### src/pkg/flsq_pkg.sv
// Purpose: Shared constants for the flash lock and status sequencer.
// Assumes: 16-bit command bus, eight flash blocks of equal size.
// Notes: Command codes are matched on the low byte only.
package flsq_pkg;
   // ----------------------------------------------------------------
   // Geometry.
   // ----------------------------------------------------------------
   localparam int unsigned ADDR_W = 16;  // Word-bus address width.
   localparam int unsigned DATA_W = 16;  // Command and read data width.
   localparam int unsigned BLK_W = 3;    // Block index width.
   localparam int unsigned NUM_BLK = 8;  // Number of lockable blocks.
   localparam int unsigned OFS_W = ADDR_W - BLK_W; // Offset in a block.
   localparam int unsigned CNT_W = 12;   // Busy counter width.

   // ----------------------------------------------------------------
   // Command codes (low byte).
   // ----------------------------------------------------------------
   localparam logic [7:0] CMD_READ_ARRAY = 8'hFF;
   localparam logic [7:0] CMD_READ_STATUS = 8'h70;
   localparam logic [7:0] CMD_CLEAR_STATUS = 8'h50;
   localparam logic [7:0] CMD_PROGRAM = 8'h40;
   localparam logic [7:0] CMD_BLOCK_ERASE = 8'h20;
   localparam logic [7:0] CMD_ERASE_ALL = 8'hA7;
   localparam logic [7:0] CMD_LOCK_PROGRAM = 8'h77;
   localparam logic [7:0] CMD_READ_LOCK = 8'h71;
   localparam logic [7:0] CMD_CONFIRM = 8'hD0;

   // ----------------------------------------------------------------
   // Status byte field positions and reset values.
   // ----------------------------------------------------------------
   localparam int unsigned STS_READY_POS = 7;
   localparam int unsigned STS_ERASE_POS = 5;
   localparam int unsigned STS_PROG_POS = 4;
   localparam logic [7:0] STS_RESERVED = 8'h00;
   localparam logic [NUM_BLK-1:0] LOCK_RESET = {NUM_BLK{1'b1}};
   localparam logic [CNT_W-1:0] CNT_ZERO = 12'h000;
   localparam logic [CNT_W-1:0] CNT_ONE = 12'h001;

   // ----------------------------------------------------------------
   // Operation kinds reported to the array macro.
   // ----------------------------------------------------------------
   typedef enum logic [2:0] {
      FLSQ_OP_NONE,
      FLSQ_OP_PROGRAM,
      FLSQ_OP_ERASE,
      FLSQ_OP_ERASE_ALL,
      FLSQ_OP_LOCK,
      FLSQ_OP_READ_LOCK
   } flsq_op_e;

   // Sequencer states.
   typedef enum logic [1:0] {
      FLSQ_IDLE,
      FLSQ_SECOND,
      FLSQ_BUSY
   } flsq_state_e;
endpackage : flsq_pkg

### src/hdl/flsq_top.sv
// Purpose: Two-cycle flash command sequencer with lock bits and status.
// Assumes: Host writes and reads are one-cycle strobes on mclk.
// Notes: Array program and erase are done outside; this block times them.
//
// Contract
// - 77h then D0h at block top locks block
// - Lock program completion shown by ready flag
// - 71h then D0h captures block lock state
// - Locked block refuses program and erase
// - Only erase returns lock bit to one
// - Lock disable unlocks all, keeps bits
// - Erase under disable ignores and sets locks
// - Ready low during operations, high after reset
// - Status byte ready D7, erase D5, program D4
// - Clear status zeroes both error flags
// - Pending error refuses program, erase, lock program commands
// - Status mode reads return status byte
// - Bad command, or bad second cycle except after 71h, sets both
// - FFh second cycle aborts into read array, except after 40h
// - Locked or failed erase flags erase error
// - Locked or failed program flags program error
// - Lock disable suppresses locked block errors
// - FFh enters read array mode
// - 50h runs clear status
// - Upper command byte is ignored
`timescale 1ns/10ps
module flsq_top #(
   parameter logic [11:0] PROG_CYC = 12'h010,  // Program busy cycles.
   parameter logic [11:0] ERASE_CYC = 12'h040, // Block erase cycles.
   parameter logic [11:0] ERALL_CYC = 12'h100, // Erase-all cycles.
   parameter logic [11:0] LOCK_CYC = 12'h010,  // Lock program cycles.
   parameter logic [11:0] RDLK_CYC = 12'h002   // Read-lock cycles.
) (
   input wire logic mclk,
   input wire logic arst_n,
   input wire logic bus_wr,
   input wire logic bus_rd,
   input wire logic [flsq_pkg::ADDR_W-1:0] bus_addr,
   input wire logic [flsq_pkg::DATA_W-1:0] bus_wdata,
   output logic [flsq_pkg::DATA_W-1:0] bus_rdata,
   input wire logic [flsq_pkg::DATA_W-1:0] array_rdata,
   input wire logic lock_disable_ctl,
   input wire logic op_fail,
   output logic seq_ready_flag,
   output logic erase_error_flag,
   output logic program_error_flag,
   output logic lock_state_flag,
   output logic [7:0] flash_status_byte,
   output logic op_start,
   output logic [2:0] op_kind,
   output logic [flsq_pkg::ADDR_W-1:0] op_addr,
   output logic [flsq_pkg::DATA_W-1:0] op_wdata,
   output logic [flsq_pkg::NUM_BLK-1:0] op_blocks
);
   // ----------------------------------------------------------------
   // Decode helpers.
   // ----------------------------------------------------------------
   // True when the address is the highest even word of its block.
   function automatic logic is_block_top(
      input logic [flsq_pkg::ADDR_W-1:0] a);
      logic [flsq_pkg::OFS_W-1:0] ofs;
      ofs = a[flsq_pkg::OFS_W-1:0];
      is_block_top = (ofs == {{(flsq_pkg::OFS_W-1){1'b1}}, 1'b0});
   endfunction
   // Block index of an address.
   function automatic logic [flsq_pkg::BLK_W-1:0] blk_of(
      input logic [flsq_pkg::ADDR_W-1:0] a);
      blk_of = a[flsq_pkg::ADDR_W-1:flsq_pkg::OFS_W];
   endfunction
   // ----------------------------------------------------------------
   // State.
   // ----------------------------------------------------------------
   flsq_pkg::flsq_state_e state_q, state_d; // Sequencer phase.
   logic [7:0] first_q, first_d;           // First-cycle command byte.
   logic [flsq_pkg::ADDR_W-1:0] addr_q, addr_d; // Latched target.
   logic [flsq_pkg::DATA_W-1:0] wdata_q, wdata_d; // Program data.
   flsq_pkg::flsq_op_e kind_q, kind_d;     // Running operation.
   logic [flsq_pkg::NUM_BLK-1:0] blocks_q, blocks_d; // Target set.
   logic [flsq_pkg::CNT_W-1:0] cnt_q, cnt_d; // Busy countdown.
   logic [flsq_pkg::NUM_BLK-1:0] lock_q, lock_d; // 0 means locked.
   logic status_mode_q, status_mode_d;     // Reads return status.
   logic erase_err_q, erase_err_d;
   logic prog_err_q, prog_err_d;
   logic lock_state_q, lock_state_d;
   logic start_q, start_d;
   logic [flsq_pkg::DATA_W-1:0] rdata_q, rdata_d;
   logic [7:0] cmd;        // Low command byte of the current write.
   logic err_pending;      // Either error flag set.
   logic [flsq_pkg::NUM_BLK-1:0] eff_unlocked; // Lock view after disable.
   logic [flsq_pkg::BLK_W-1:0] wblk; // Block of the current write.
   logic [7:0] status_byte;
   // Command byte only; upper byte is don't-care.
   assign cmd = bus_wdata[7:0];
   assign err_pending = erase_err_q | prog_err_q;
   assign wblk = blk_of(bus_addr);
   // ----------------------------------------------------------------
   // Effective lock view.
   // ----------------------------------------------------------------
   // The disable control masks locks without touching stored bits,
   // so clearing it brings back the old protection of each block not erased while it was set.
   genvar gi;
   generate
      for (gi = 0; gi < flsq_pkg::NUM_BLK; gi++) begin : g_lock
         assign eff_unlocked[gi] = lock_q[gi] | lock_disable_ctl;
      end
   endgenerate
   // ----------------------------------------------------------------
   // Status byte assembly.
   // ----------------------------------------------------------------
   // Reserved bits read as zero.
   always_comb begin
      status_byte = flsq_pkg::STS_RESERVED;
      status_byte[flsq_pkg::STS_READY_POS] = (state_q != flsq_pkg::FLSQ_BUSY);
      status_byte[flsq_pkg::STS_ERASE_POS] = erase_err_q;
      status_byte[flsq_pkg::STS_PROG_POS] = prog_err_q;
   end
   // ----------------------------------------------------------------
   // Sequencer next-state logic.
   // ----------------------------------------------------------------
   // Writes arriving while busy are ignored; the host is expected to
   // poll ready first, and dropping them keeps the latched target safe.
   always_comb begin
      state_d = state_q;
      first_d = first_q;
      addr_d = addr_q;
      wdata_d = wdata_q;
      kind_d = kind_q;
      blocks_d = blocks_q;
      cnt_d = cnt_q;
      lock_d = lock_q;
      status_mode_d = status_mode_q;
      erase_err_d = erase_err_q;
      prog_err_d = prog_err_q;
      lock_state_d = lock_state_q;
      start_d = 1'b0;
      unique case (state_q)
         flsq_pkg::FLSQ_IDLE: begin
            if (bus_wr) begin
               first_d = cmd;
               addr_d = bus_addr;
               unique case (cmd)
                  flsq_pkg::CMD_READ_ARRAY: begin
                     status_mode_d = 1'b0;
                  end
                  flsq_pkg::CMD_READ_STATUS: begin
                     status_mode_d = 1'b1;
                  end
                  flsq_pkg::CMD_CLEAR_STATUS: begin
                     erase_err_d = 1'b0;
                     prog_err_d = 1'b0;
                  end
                  flsq_pkg::CMD_PROGRAM, flsq_pkg::CMD_BLOCK_ERASE,
                  flsq_pkg::CMD_ERASE_ALL, flsq_pkg::CMD_LOCK_PROGRAM: begin
                     // Refused outright while an error waits.
                     status_mode_d = 1'b1;
                     if (!err_pending) begin
                        state_d = flsq_pkg::FLSQ_SECOND;
                     end
                  end
                  flsq_pkg::CMD_READ_LOCK: begin
                     state_d = flsq_pkg::FLSQ_SECOND;
                  end
                  default: begin
                     // Unknown command byte.
                     erase_err_d = 1'b1;
                     prog_err_d = 1'b1;
                     status_mode_d = 1'b1;
                  end
               endcase
            end
         end
         flsq_pkg::FLSQ_SECOND: begin
            if (bus_wr) begin
               state_d = flsq_pkg::FLSQ_IDLE;
               addr_d = bus_addr;
               wdata_d = bus_wdata;
               blocks_d = '0;
               blocks_d[wblk] = 1'b1;
               if (first_q == flsq_pkg::CMD_PROGRAM) begin
                  // Program data word may be any value.
                  if (eff_unlocked[wblk]) begin
                     kind_d = flsq_pkg::FLSQ_OP_PROGRAM;
                     cnt_d = PROG_CYC;
                     state_d = flsq_pkg::FLSQ_BUSY;
                     start_d = 1'b1;
                  end else begin
                     prog_err_d = 1'b1;
                  end
               end else if (cmd == flsq_pkg::CMD_READ_ARRAY) begin
                  // Abort: first cycle forgotten.
                  status_mode_d = 1'b0;
               end else if (cmd != flsq_pkg::CMD_CONFIRM) begin
                  if (first_q != flsq_pkg::CMD_READ_LOCK) begin
                     erase_err_d = 1'b1;
                     prog_err_d = 1'b1;
                  end
               end else begin
                  unique case (first_q)
                     flsq_pkg::CMD_BLOCK_ERASE: begin
                        if (eff_unlocked[wblk]) begin
                           kind_d = flsq_pkg::FLSQ_OP_ERASE;
                           cnt_d = ERASE_CYC;
                           state_d = flsq_pkg::FLSQ_BUSY;
                           start_d = 1'b1;
                        end else begin
                           erase_err_d = 1'b1;
                        end
                     end
                     flsq_pkg::CMD_ERASE_ALL: begin
                        // Locked blocks are skipped silently.
                        blocks_d = eff_unlocked;
                        kind_d = flsq_pkg::FLSQ_OP_ERASE_ALL;
                        cnt_d = ERALL_CYC;
                        state_d = flsq_pkg::FLSQ_BUSY;
                        start_d = 1'b1;
                     end
                     flsq_pkg::CMD_LOCK_PROGRAM: begin
                        // Target taken from second cycle.
                        if (is_block_top(bus_addr)) begin
                           kind_d = flsq_pkg::FLSQ_OP_LOCK;
                           cnt_d = LOCK_CYC;
                           state_d = flsq_pkg::FLSQ_BUSY;
                           start_d = 1'b1;
                        end
                     end
                     default: begin
                        // Read lock bit status.
                        if (is_block_top(bus_addr)) begin
                           kind_d = flsq_pkg::FLSQ_OP_READ_LOCK;
                           cnt_d = RDLK_CYC;
                           state_d = flsq_pkg::FLSQ_BUSY;
                        end
                     end
                  endcase
               end
            end
         end
         flsq_pkg::FLSQ_BUSY: begin
            // Ready stays low for the whole count.
            if (cnt_q > flsq_pkg::CNT_ONE) begin
               cnt_d = cnt_q - flsq_pkg::CNT_ONE;
            end else begin
               cnt_d = flsq_pkg::CNT_ZERO;
               state_d = flsq_pkg::FLSQ_IDLE;
               unique case (kind_q)
                  flsq_pkg::FLSQ_OP_PROGRAM: begin
                     prog_err_d = prog_err_q | op_fail;
                  end
                  flsq_pkg::FLSQ_OP_ERASE, flsq_pkg::FLSQ_OP_ERASE_ALL: begin
                     if (op_fail) begin
                        erase_err_d = 1'b1;
                     end else begin
                        // Erase alone restores unlock.
                        lock_d = lock_q | blocks_q;
                     end
                  end
                  flsq_pkg::FLSQ_OP_LOCK: begin
                     if (op_fail) begin
                        prog_err_d = 1'b1;
                     end else begin
                        lock_d = lock_q & ~blocks_q;
                     end
                  end
                  default: begin
                     // Stored bit, not the disable view.
                     lock_state_d = |(lock_q & blocks_q);
                  end
               endcase
            end
         end
      endcase
   end
   // Read data: status byte in status mode, else array word.
   always_comb begin
      rdata_d = rdata_q;
      if (bus_rd) begin
         if (status_mode_q) begin
            rdata_d = {8'h00, status_byte};
         end else begin
            rdata_d = array_rdata;
         end
      end
   end
   // ----------------------------------------------------------------
   // Registers.
   // ----------------------------------------------------------------
   // Reset leaves the sequencer ready with clean errors.
   always_ff @(posedge mclk or negedge arst_n) begin
      if (!arst_n) begin
         state_q <= flsq_pkg::FLSQ_IDLE;
         first_q <= 8'h00;
         addr_q <= '0;
         wdata_q <= '0;
         kind_q <= flsq_pkg::FLSQ_OP_NONE;
         blocks_q <= '0;
         cnt_q <= flsq_pkg::CNT_ZERO;
         lock_q <= flsq_pkg::LOCK_RESET;
         status_mode_q <= 1'b0;
         erase_err_q <= 1'b0;
         prog_err_q <= 1'b0;
         lock_state_q <= 1'b0;
         start_q <= 1'b0;
         rdata_q <= '0;
      end else begin
         state_q <= state_d;
         first_q <= first_d;
         addr_q <= addr_d;
         wdata_q <= wdata_d;
         kind_q <= kind_d;
         blocks_q <= blocks_d;
         cnt_q <= cnt_d;
         lock_q <= lock_d;
         status_mode_q <= status_mode_d;
         erase_err_q <= erase_err_d;
         prog_err_q <= prog_err_d;
         lock_state_q <= lock_state_d;
         start_q <= start_d;
         rdata_q <= rdata_d;
      end
   end
   // ----------------------------------------------------------------
   // Outputs.
   // ----------------------------------------------------------------
   assign seq_ready_flag = (state_q != flsq_pkg::FLSQ_BUSY);
   assign erase_error_flag = erase_err_q;
   assign program_error_flag = prog_err_q;
   assign lock_state_flag = lock_state_q;
   assign flash_status_byte = status_byte;
   assign bus_rdata = rdata_q;
   assign op_start = start_q;
   assign op_kind = kind_q;
   assign op_addr = addr_q;
   assign op_wdata = wdata_q;
   assign op_blocks = blocks_q;
endmodule // flsq_top

### config.mk
export PLATFORM = sky130hd
export DESIGN_NAME = flsq_top
export DESIGN_NICKNAME = d
export VERILOG_FILES = /design/src/pkg/flsq_pkg.sv /design/src/hdl/flsq_top.sv
export SDC_FILE = /design/constraint.sdc
export NUM_CORES = 1
export LEC_CHECK = 0
export BUFFER_PORTS_ARGS = -buffer_cell sky130_fd_sc_hd__clkbuf_2
export CAP_MARGIN = 40
export CORE_MARGIN = 2
export CORE_UTILIZATION = 35
export CTS_BUF_LIST = sky130_fd_sc_hd__clkbuf_4 sky130_fd_sc_hd__clkbuf_8
export CTS_CLUSTER_DIAMETER = 60
export CTS_CLUSTER_SIZE = 30
export DETAILED_ROUTE_END_ITERATION = 10
export MAX_ROUTING_LAYER = met4
export PLACE_DENSITY = 0.56
export SYNTH_ARGS = -nofsm -noshare
export SYNTH_HDL_FRONTEND = slang
export SYNTH_SLANG_ARGS = --single-unit
### constraint.sdc
create_clock -name mclk -period 2.7 [get_ports mclk]
set_input_delay 0.81 -clock mclk [delete_from_list [all_inputs] [get_ports mclk]]
set_output_delay 0.81 -clock mclk [all_outputs]
set_load 0.01 [all_outputs]
Word-level counts from Yosys, hierarchy flattened
Cells that the tools add are included.

Output and inout bits: 72. Input port bits: 54. Register bits after elaboration: 94.

Mux-type cells: 77. Reduce and logical (&&, ||, !) cells: 24. Bitwise gates (word level): 16. Add/subtract/negate cells: 1. Equal/unequal tests: 55. Order comparisons: 3.

Operator list (number): two-way mux 12 bit (9); == test 8 x 7 -> 1 bit (second input constant) (7); two-way mux 8 bit (6); != test 3 bit (second input constant) (13); case mux 12 bit (3 select lines) (1); != test 2 bit (second input constant) (15); two-way mux 1 bit (29); == test 8 bit (second input constant) (3); case mux 12 bit (2 select lines) (1); two-way mux 3 bit (7); two-way mux 2 bit (9); bitwise AND 8 bit (2); == test 8 x 6 -> 1 bit (second input constant) (2); two-way mux 16 bit (1); case mux 8 bit (2 select lines) (1); AND reduction 8 bit (2); == test 13 bit (second input constant) (1); greater-than comparator 12 x 1 -> 1 bit (second input constant) (1); subtractor 12 x 1 -> 12 bit (second input constant) (1); AND reduction 11 bit (1); OR 1 bit (10); AND reduction 10 bit (1); AND reduction 5 bit (2); case mux 1 bit (3 select lines) (3); other kinds (34) (48).

Longest topological paths before layout
Gate-level depths: netlist of run 1.

Depth in word-level cells: 10. Gate-level depth with buffers: 9. Depth with buffers taken out: 8.

Worst setup path before layout of run 1
OpenSTA, ideal clock, no wires.

Kind: in2reg. Start: input port bus_wdata[0] (netlist bit). End: register kind_q[0], in the netlist op_kind[0]. Stages on the path: 7. Path buffers: 2. Library setup time: 127 ps. Required time: 2573 ps. Path slack: -122 ps. Arrival: 2694 ps. Cell sequence: buf_2 > or4_4 > nor3_2 > nor2_2 > a2111oi_4 > buf_6 > mux2_1.

Cells in the longest elaborated chain, start to end: 3. Elaborated cells between the ends (all ways): 5. Classes of those cells: eq/ne: 4; reduce/logical: 1.

Ends and longest elaborated chain: from (decl) (line flsq_top.sv:39) `input wire logic [flsq_pkg::DATA_W-1:0] bus_wdata,`; != test 8 bit / == test 8 bit (equally long branches) (line flsq_top.sv:192, flsq_top.sv:189); != test 2 bit (no source line); AND reduction 8 bit (no source line) *; to (signal assigned) (line flsq_top.sv:294) `kind_q <= flsq_pkg::FLSQ_OP_NONE;`; to (signal assigned) (line flsq_top.sv:309) `kind_q <= kind_d;`; to (decl) (line flsq_top.sv:77) `flsq_pkg::flsq_op_e kind_q, kind_d;`.

Every way passes the cells marked *; elsewhere a longest branch is shown, timed or not. A chain may end at the register's enable or synchronous reset.

Worst setup path in the final report of run 1
Start: register first_q[0]. End: register cnt_q[11] (netlist bit).

Cells in the longest elaborated chain, start to end: 7. Elaborated cells between the ends (all ways): 17. Classes of those cells: eq/ne: 10; mux: 6; reduce/logical: 1.

Ends and longest elaborated chain: from (decl) (line flsq_top.sv:74) `logic [7:0] first_q, first_d;`; from (signal assigned) (line flsq_top.sv:306) `first_q <= first_d;`; == test 8 x 7 -> 1 bit, or another cell as far along (line flsq_top.sv:198) `unique case (first_q)`; case mux 12 bit (3 select lines) (line flsq_top.sv:198); two-way mux 12 bit (line flsq_top.sv:192) `end else if (cmd != flsq_pkg::CMD_CONFIRM) begin`; two-way mux 12 bit (line flsq_top.sv:189) `end else if (cmd == flsq_pkg::CMD_READ_ARRAY) begin`; two-way mux 12 bit (line flsq_top.sv:179) `if (first_q == flsq_pkg::CMD_PROGRAM) begin`; two-way mux 12 bit (line flsq_top.sv:173) `if (bus_wr) begin`; case mux 12 bit (2 select lines) (line flsq_top.sv:136) `unique case (state_q)`; to (signal assigned) (line flsq_top.sv:296) `cnt_q <= flsq_pkg::CNT_ZERO;`; to (signal assigned) (line flsq_top.sv:311) `cnt_q <= cnt_d;`; to (decl) (line flsq_top.sv:79) `logic [flsq_pkg::CNT_W-1:0] cnt_q, cnt_d;`.

Parallel ways exist; a longest one is shown, timed or not. The select of a mux whose other input is x is not followed.

==> results of run 1 <==
## layout make-up
cell class / count / area (um^2)
inverter: 24 / 90.1
timing repair buffer: 146 / 836
multi-input combinational: 335 / 2320
clock inverter: 3 / 18.8
sequential: 94 / 2360
clock buffer: 12 / 159
tap: 180 / 225
fill: 1345 / 7820
## sequential cells by signal, summed over array words and instances (netlist names), 2 cells and up, named ones only
signal / count
op_addr: 16
state_q: 2
op_kind: 3
first_q: 8
cnt_q: 12
op_wdata: 16
bus_rdata: 16
op_blocks: 8
## cells by family after synthesis
| kind of cell | count (synthesis) | synth area share, % |
|---|---|---|
| fa+ha+maj | 5 | 1.27 |
| flops | 94 | 48.0 |
| simple gates | 153 | 16.6 |
| compound gates | 106 | 14.1 |
| buf+inv | 58 | 5.36 |
| xor+xnor | 4 | 0.712 |
| mux | 62 | 13.9 |
| other cells | 1 | 0.0762 |
## worst max path at each step
stage / slack, ps / to / startpoint / cells after the start
3_5_place_dp: -80 / cnt_q[11] / bus_wdata[1] / 8
3_3_place_gp: -60 / program_error_flag / bus_wdata[1] / 8
4_1_cts: 270 / cnt_q[11] / first_q[0] / 7
2_1_floorplan: -40 / op_kind[0] / bus_wdata[0] / 7
6_report: 270 / cnt_q[11] / first_q[0] / 7
5_1_grt: 110 / state_q[0] / bus_wdata[1] / 8
## Yosys cell counts (5+ instances only)
cell type,number,area (um^2)
buf_4,9,67.6
a21oi_1,17,85.1
a31oi_1,8,50.1
mux2i_1,12,120
nand3b_1,13,97.6
nand3_1,8,40.0
nor3_1,13,65.1
dfstp_2,8,210
inv_1,24,90.1
o21ai_0,38,190
nand2_1,39,146
a22o_1,6,52.6
nor2_1,39,146
ha_1,5,62.6
nand4_1,9,56.3
clkbuf_1,19,71.3
nand2b_1,5,31.3
dfrtp_1,86,2150
mux2_2,48,541
## critical path: stages (launching register included)
cell and delay (ps):
dfrtp_1 420, or4_4 600, o22ai_2 180, a21oi_1 140, a2111oi_4 410, buf_12 200
or2_1 230, a22o_1 170
## per-stage QoR
step | setup WS, ps | area (um^2)
after global routing | 114 | 6010
after global placement | -60.5 | 5830
after CTS | 271 | 6010
final | 274 | 6010
after detailed placement | -81.7 | 5830
after floorplan | -43.6 | 4960
## power groups by stage
stage / Clock (mW) / Sequential, mW / Combinational (mW)
after floorplan: 0 / 2.08 / 0.711
after global placement: 0 / 2.01 / 1.28
after detailed placement: 0 / 2.03 / 1.30
after CTS: 0.924 / 2.00 / 1.30
after global routing: 0.979 / 2.06 / 1.44
final: 0.879 / 2.00 / 1.29
## routing by layer
layer | part of all wire (%) | wire, um
met5 | 0 | 0
met4 | 1.5 | 184
met1 | 48 | 5880
met2 | 46 | 5560
met3 | 4.4 | 539
==> flow_summary.ini, run 1 <==
[synthesis]
yosysWarnings = 0
netlist_area_um2 = 4920
synth-edff-count = 0
synth-seq-area-share_pct = 48.0
syn_avg_cell_area_um2 = 10.2
synth-async-reset-ratio_pct = 100
yosysUniqueCellTypes = 67
ys_ff_latch = 94
synth_ff_type = dfrtp_1
syn_inst = 483

[sta]
slew_headroom_pct = 49.8
tightest_slew_ps = 752
timing.final.crit_share_pct = 89.9
skew_ps = 18.8
hold_viol = 0
tns_ps = 0
setup_viol = 0
clock.fmax_mhz = 412
fin_crit_ps = 2430
rsz0062_at_grt = no
slew_viol_final = 0
finalHoldWorstSlack_ps = 429

[layout]
stdcell_count = 794
final_util_pct = 43.5
layout_common_cells = 119 x clkbuf_2, 86 x dfrtp_1, 48 x mux2_2
final_common_cell = clkbuf_2
areaGrowthSynthToFinish_pct = 22.1
n_antenna_cell = 0
drive_gt1_share_pct = 37.3
nets = 669

[power]
power_density_nw_per_um2 = 693
switchingPower_mw = 1.44
total_power_mw = 4.17
pwr-share-comb_pct = 30.9
seq_power_share_pct = 48.0
switching_share_pct = 34.5
ir_drop_uv = 266
p_leak_nw = 2.71
p_clk_share_pct = 21.1
internal_power_mw = 2.73

[global_route]
met2_usage_pct = 27.3
top_usage_layer = met2
grt_pass1_vias = 4022
grt_max_degree = 45
gr-total-overflow = 0
antenna_found_initial = 0
grtUsageTotal_pct = 17.5
grt_util_met1_pct = 23.1
grt_pass1_wl_mm = 20.0
use_met3_pct = 2.83

[clock_tree]
cts_buffers = 9
post-cts-setup-buffers = 0
ctsResizeCount = 0
cts_sinks = 94
clk_root_buffer_cell = clkbuf_8
path_clk_slew_ps = 90
clock_latency_ps = 380
holdBufCountCts = 0
ctsHtreeMaxLevel = 3
clk_path_buf_depth = 2
cts_tree = built

[routing]
wirelength_mm = 12.2
wire_per_inst_um = 15.3
viasPerCell = 5.17
drtPass1Iterations = 6
via_count = 4103
drc = 0
ant_nets = 0
drt_iter0_drc = 148

[critical_path]
reg2reg_to = cnt_q[11]
critPathKind = reg2reg
reg2reg_slack_ps = 270
cp.arrival_ps = 2730
worst-path-max-fanout = 17
reg2regPathDepth = 7
worst_setup_path_end_kind = flip-flop
startpoint_type = flip-flop
critPathRequiredTime_ps = 3000
reg2reg_from = first_q[0]

[floorplanning]
core-area_um2 = 13800
die-area_um2 = 15000
die_w_um = 123
start_util_pct = 35.6
ios = 126
die_height_um = 123
rows = 43

[placed_design]
place.gp.congestion = 0.834
port_buffers = 120
dpl.cell_count = 779
hpwl_mm = 8.97

[status]
status = completed

[job]
maxCapViolCount = 0

[worst_hold_path]
hp-class = in2async
(Power assumes the default switching activity.)
==> run 2: changes to the inputs <==
--- a/config.mk
+++ b/config.mk
@@ -5,6 +5,7 @@
 export SDC_FILE = /design/constraint.sdc
 export NUM_CORES = 1
 export LEC_CHECK = 0
+export ABC_AREA = 1
 export BUFFER_PORTS_ARGS = -buffer_cell sky130_fd_sc_hd__clkbuf_2
 export CAP_MARGIN = 40
 export CORE_MARGIN = 2
@@ -14,7 +15,7 @@
 export CTS_CLUSTER_SIZE = 30
 export DETAILED_ROUTE_END_ITERATION = 10
 export MAX_ROUTING_LAYER = met4
-export PLACE_DENSITY = 0.56
+export PLACE_DENSITY = 0.55
 export SYNTH_ARGS = -nofsm -noshare
 export SYNTH_HDL_FRONTEND = slang
 export SYNTH_SLANG_ARGS = --single-unit
==> run 2 against run 1 <==
Net effect: clock skew is 4.6 ps lower; synthesized cell count grew 40%; largest cell class is now multi-input gates; routed wire length grew 7.7%; first-iteration DRC count grew 56%; largest power group unchanged; flip-flop and latch count did not move; die area increased by 6.4%.
==> flow_summary.ini, run 2 <==
[floorplanning]
core-area_um2 = 14600
die_w_um = 126
start_util_pct = 36.0
rows = 44
die-area_um2 = 16000
ios = 126
die_height_um = 126

[clock_tree]
clk_path_buf_depth = 2
ctsHtreeMaxLevel = 3
clock_latency_ps = 380
post-cts-setup-buffers = 0
clk_root_buffer_cell = clkbuf_8
cts_tree = built
ctsResizeCount = 0
holdBufCountCts = 0
cts_sinks = 94
path_clk_slew_ps = 90
cts_buffers = 9

[sta]
skew_ps = 14.2
timing.final.crit_share_pct = 86.5
slew_viol_final = 0
rsz0062_at_grt = no
clock.fmax_mhz = 428
slew_headroom_pct = 50.8
finalHoldWorstSlack_ps = 351
tightest_slew_ps = 737
tns_ps = 0
setup_viol = 0
setup_ws_ps = 364
fin_crit_ps = 2340
hold_viol = 0

[synthesis]
synth_most_common_cell = nand2_1
ys_ff_latch = 94
synth_ff_type = dfrtp_1
synth_top_area_cell = dfrtp_1
synth-edff-count = 0
yosysUniqueCellTypes = 40
syn_avg_cell_area_um2 = 7.75
syn_inst = 677
netlist_area_um2 = 5250
synth_common_cells = 159 x nand2_1, 86 x dfrtp_1, 83 x inv_1, 67 x nor2_1, 60 x nand3_1
synth-seq-area-share_pct = 45.0
synth-async-reset-ratio_pct = 100
ys_top_cells_by_area = dfrtp_1 41%, nand2_1 11%, inv_1 5.9%
yosys.area.top_type_share_pct = 41.0
yosysWarnings = 0

[placed_design]
place.gp.congestion = 0.931
placed_area_um2 = 5990
port_buffers = 120
place_ws_ps = 395
hpwl_mm = 9.95

[global_route]
grt_max_degree = 40
grt_pass1_wl_mm = 21.9
antenna_found_initial = 0
grtUsageTotal_pct = 17.3
grt_pass1_vias = 4533
gr-total-overflow = 0

[layout]
n_antenna_cell = 0
areaGrowthSynthToFinish_pct = 18.6
finish.instance_area_um2 = 6220
final_common_cell = nand2_1
fill_cells = 1458
layout_common_cells = 159 x nand2_1, 119 x clkbuf_2, 86 x dfrtp_1
drive_gt1_share_pct = 26.0
nets = 849

[power]
switchingPower_mw = 1.81
ir_drop_uv = 379
p_leak_nw = 3.32
internal_power_mw = 2.93
pwr-share-comb_pct = 34.7
switching_share_pct = 38.2
seq_power_share_pct = 42.1
p_clk_share_pct = 23.2
power_density_nw_per_um2 = 762

[worst_hold_path]
hp-class = in2async

[critical_path]
critPathKind = reg2out
crit_slowest_cell = dfrtp_1
cpPeakStageDelay_ps = 390
endpoint = seq_ready_flag
worst-path-max-fanout = 8
critPathRequiredTime_ps = 1890
cp-startpoint = state_q[0]
crit_chain = inv_1 -> ha_1 -> inv_1 -> clkbuf_2
reg2regPathDepth = 12
worst_setup_path_end_kind = output pin
cp.arrival_ps = 1530
reg2reg_from = cnt_q[0]
crit_top_cell = inv_1
startpoint_type = flip-flop
reg2reg_slack_ps = 660
reg2reg_to = program_error_flag

[routing]
drc = 0
drt_iter0_drc = 231
wirelength_mm = 13.1
wire_per_inst_um = 13.4
via_count = 4688
drtPass1Iterations = 4
viasPerCell = 4.79
ant_nets = 0

[job]
maxCapViolCount = 0

[status]
status = completed
==> run 2: changes by cell type after synthesis, moves of 12 or more <==
cell / previous run / this run
inv_1: 24 / 83
mux2_2: 48 / 12
nand2_1: 39 / 159
nand2_2: 0 / 17
nand3_1: 8 / 60
nand3b_1: 13 / 1
nor2_1: 39 / 67
o21ai_0: 38 / 54
==> run 2: power groups by stage <==
stage / Clock, mW / Combinational (mW) / Sequential, mW
final: 1.10 / 1.64 / 2.00
after global routing: 1.20 / 1.86 / 2.05
after CTS: 1.14 / 1.66 / 2.00
after detailed placement: 0 / 1.66 / 2.02
after global placement: 0 / 1.64 / 2.01
after floorplan: 0 / 0.982 / 2.10
==> run 2: logic make-up after synthesis <==
group / synth area share [%]
muxes: 2.96
other: 0.0714
adders and majority gates: 1.19
AOI/OAI and AO/OA: 9.51
and+or+nand+nor: 29.9
DFF: 45.0
xor gates and xnor gates: 1.67
buffers and inverters: 9.73
==> run 2: area by class of cell <==
cell class                 count  area, um^2  share of cell area (%)
clock buffer                  12         159                    2.55
timing repair buffer         127         668                    10.7
clock inverter                 4        76.3                    1.23
sequential                    94        2360                    38.0
inverter                      89         337                    5.41
multi-input combinational    469        2390                    38.4
tap                          184         230                    3.70
==> run 2: how the worst min path moves through the flow <==
stage	to	startpoint
6_report	op_wdata[15]	arst_n
3_5_place_dp	op_wdata[13]	op_wdata[13]
3_3_place_gp	op_wdata[13]	op_wdata[13]
4_1_cts	op_wdata[15]	arst_n
2_1_floorplan	first_q[2]	first_q[2]
5_1_grt	op_wdata[11]	arst_n
==> run 2: layer usage <==
metal / GRT usage [%] / vias to the layer above / share of wire [%]
met5: - / - / 0
met4: 5.95 / 0 / 1.5
met3: 3.42 / 15 / 6.6
met2: 25.2 / 146 / 43
met1: 24.2 / 2147 / 49
li1: - / 2380 / -
==> run 2: through the flow <==
stage                     cells  util [%]  power (mW)
after floorplan             681         -        3.08
after global placement      963      41.0        3.65
after detailed placement    963      41.0        3.68
after CTS                   979      42.7        4.80
after global routing        979      42.7        5.11
final                       979      42.7        4.74
==> run 2: critical path, delay by kind of cell, from the launching register on <==
family | cells | cell delay (ps)
buffers and inverters | 3 | 390
DFF | 1 | 390
adders and majority gates | 1 | 360
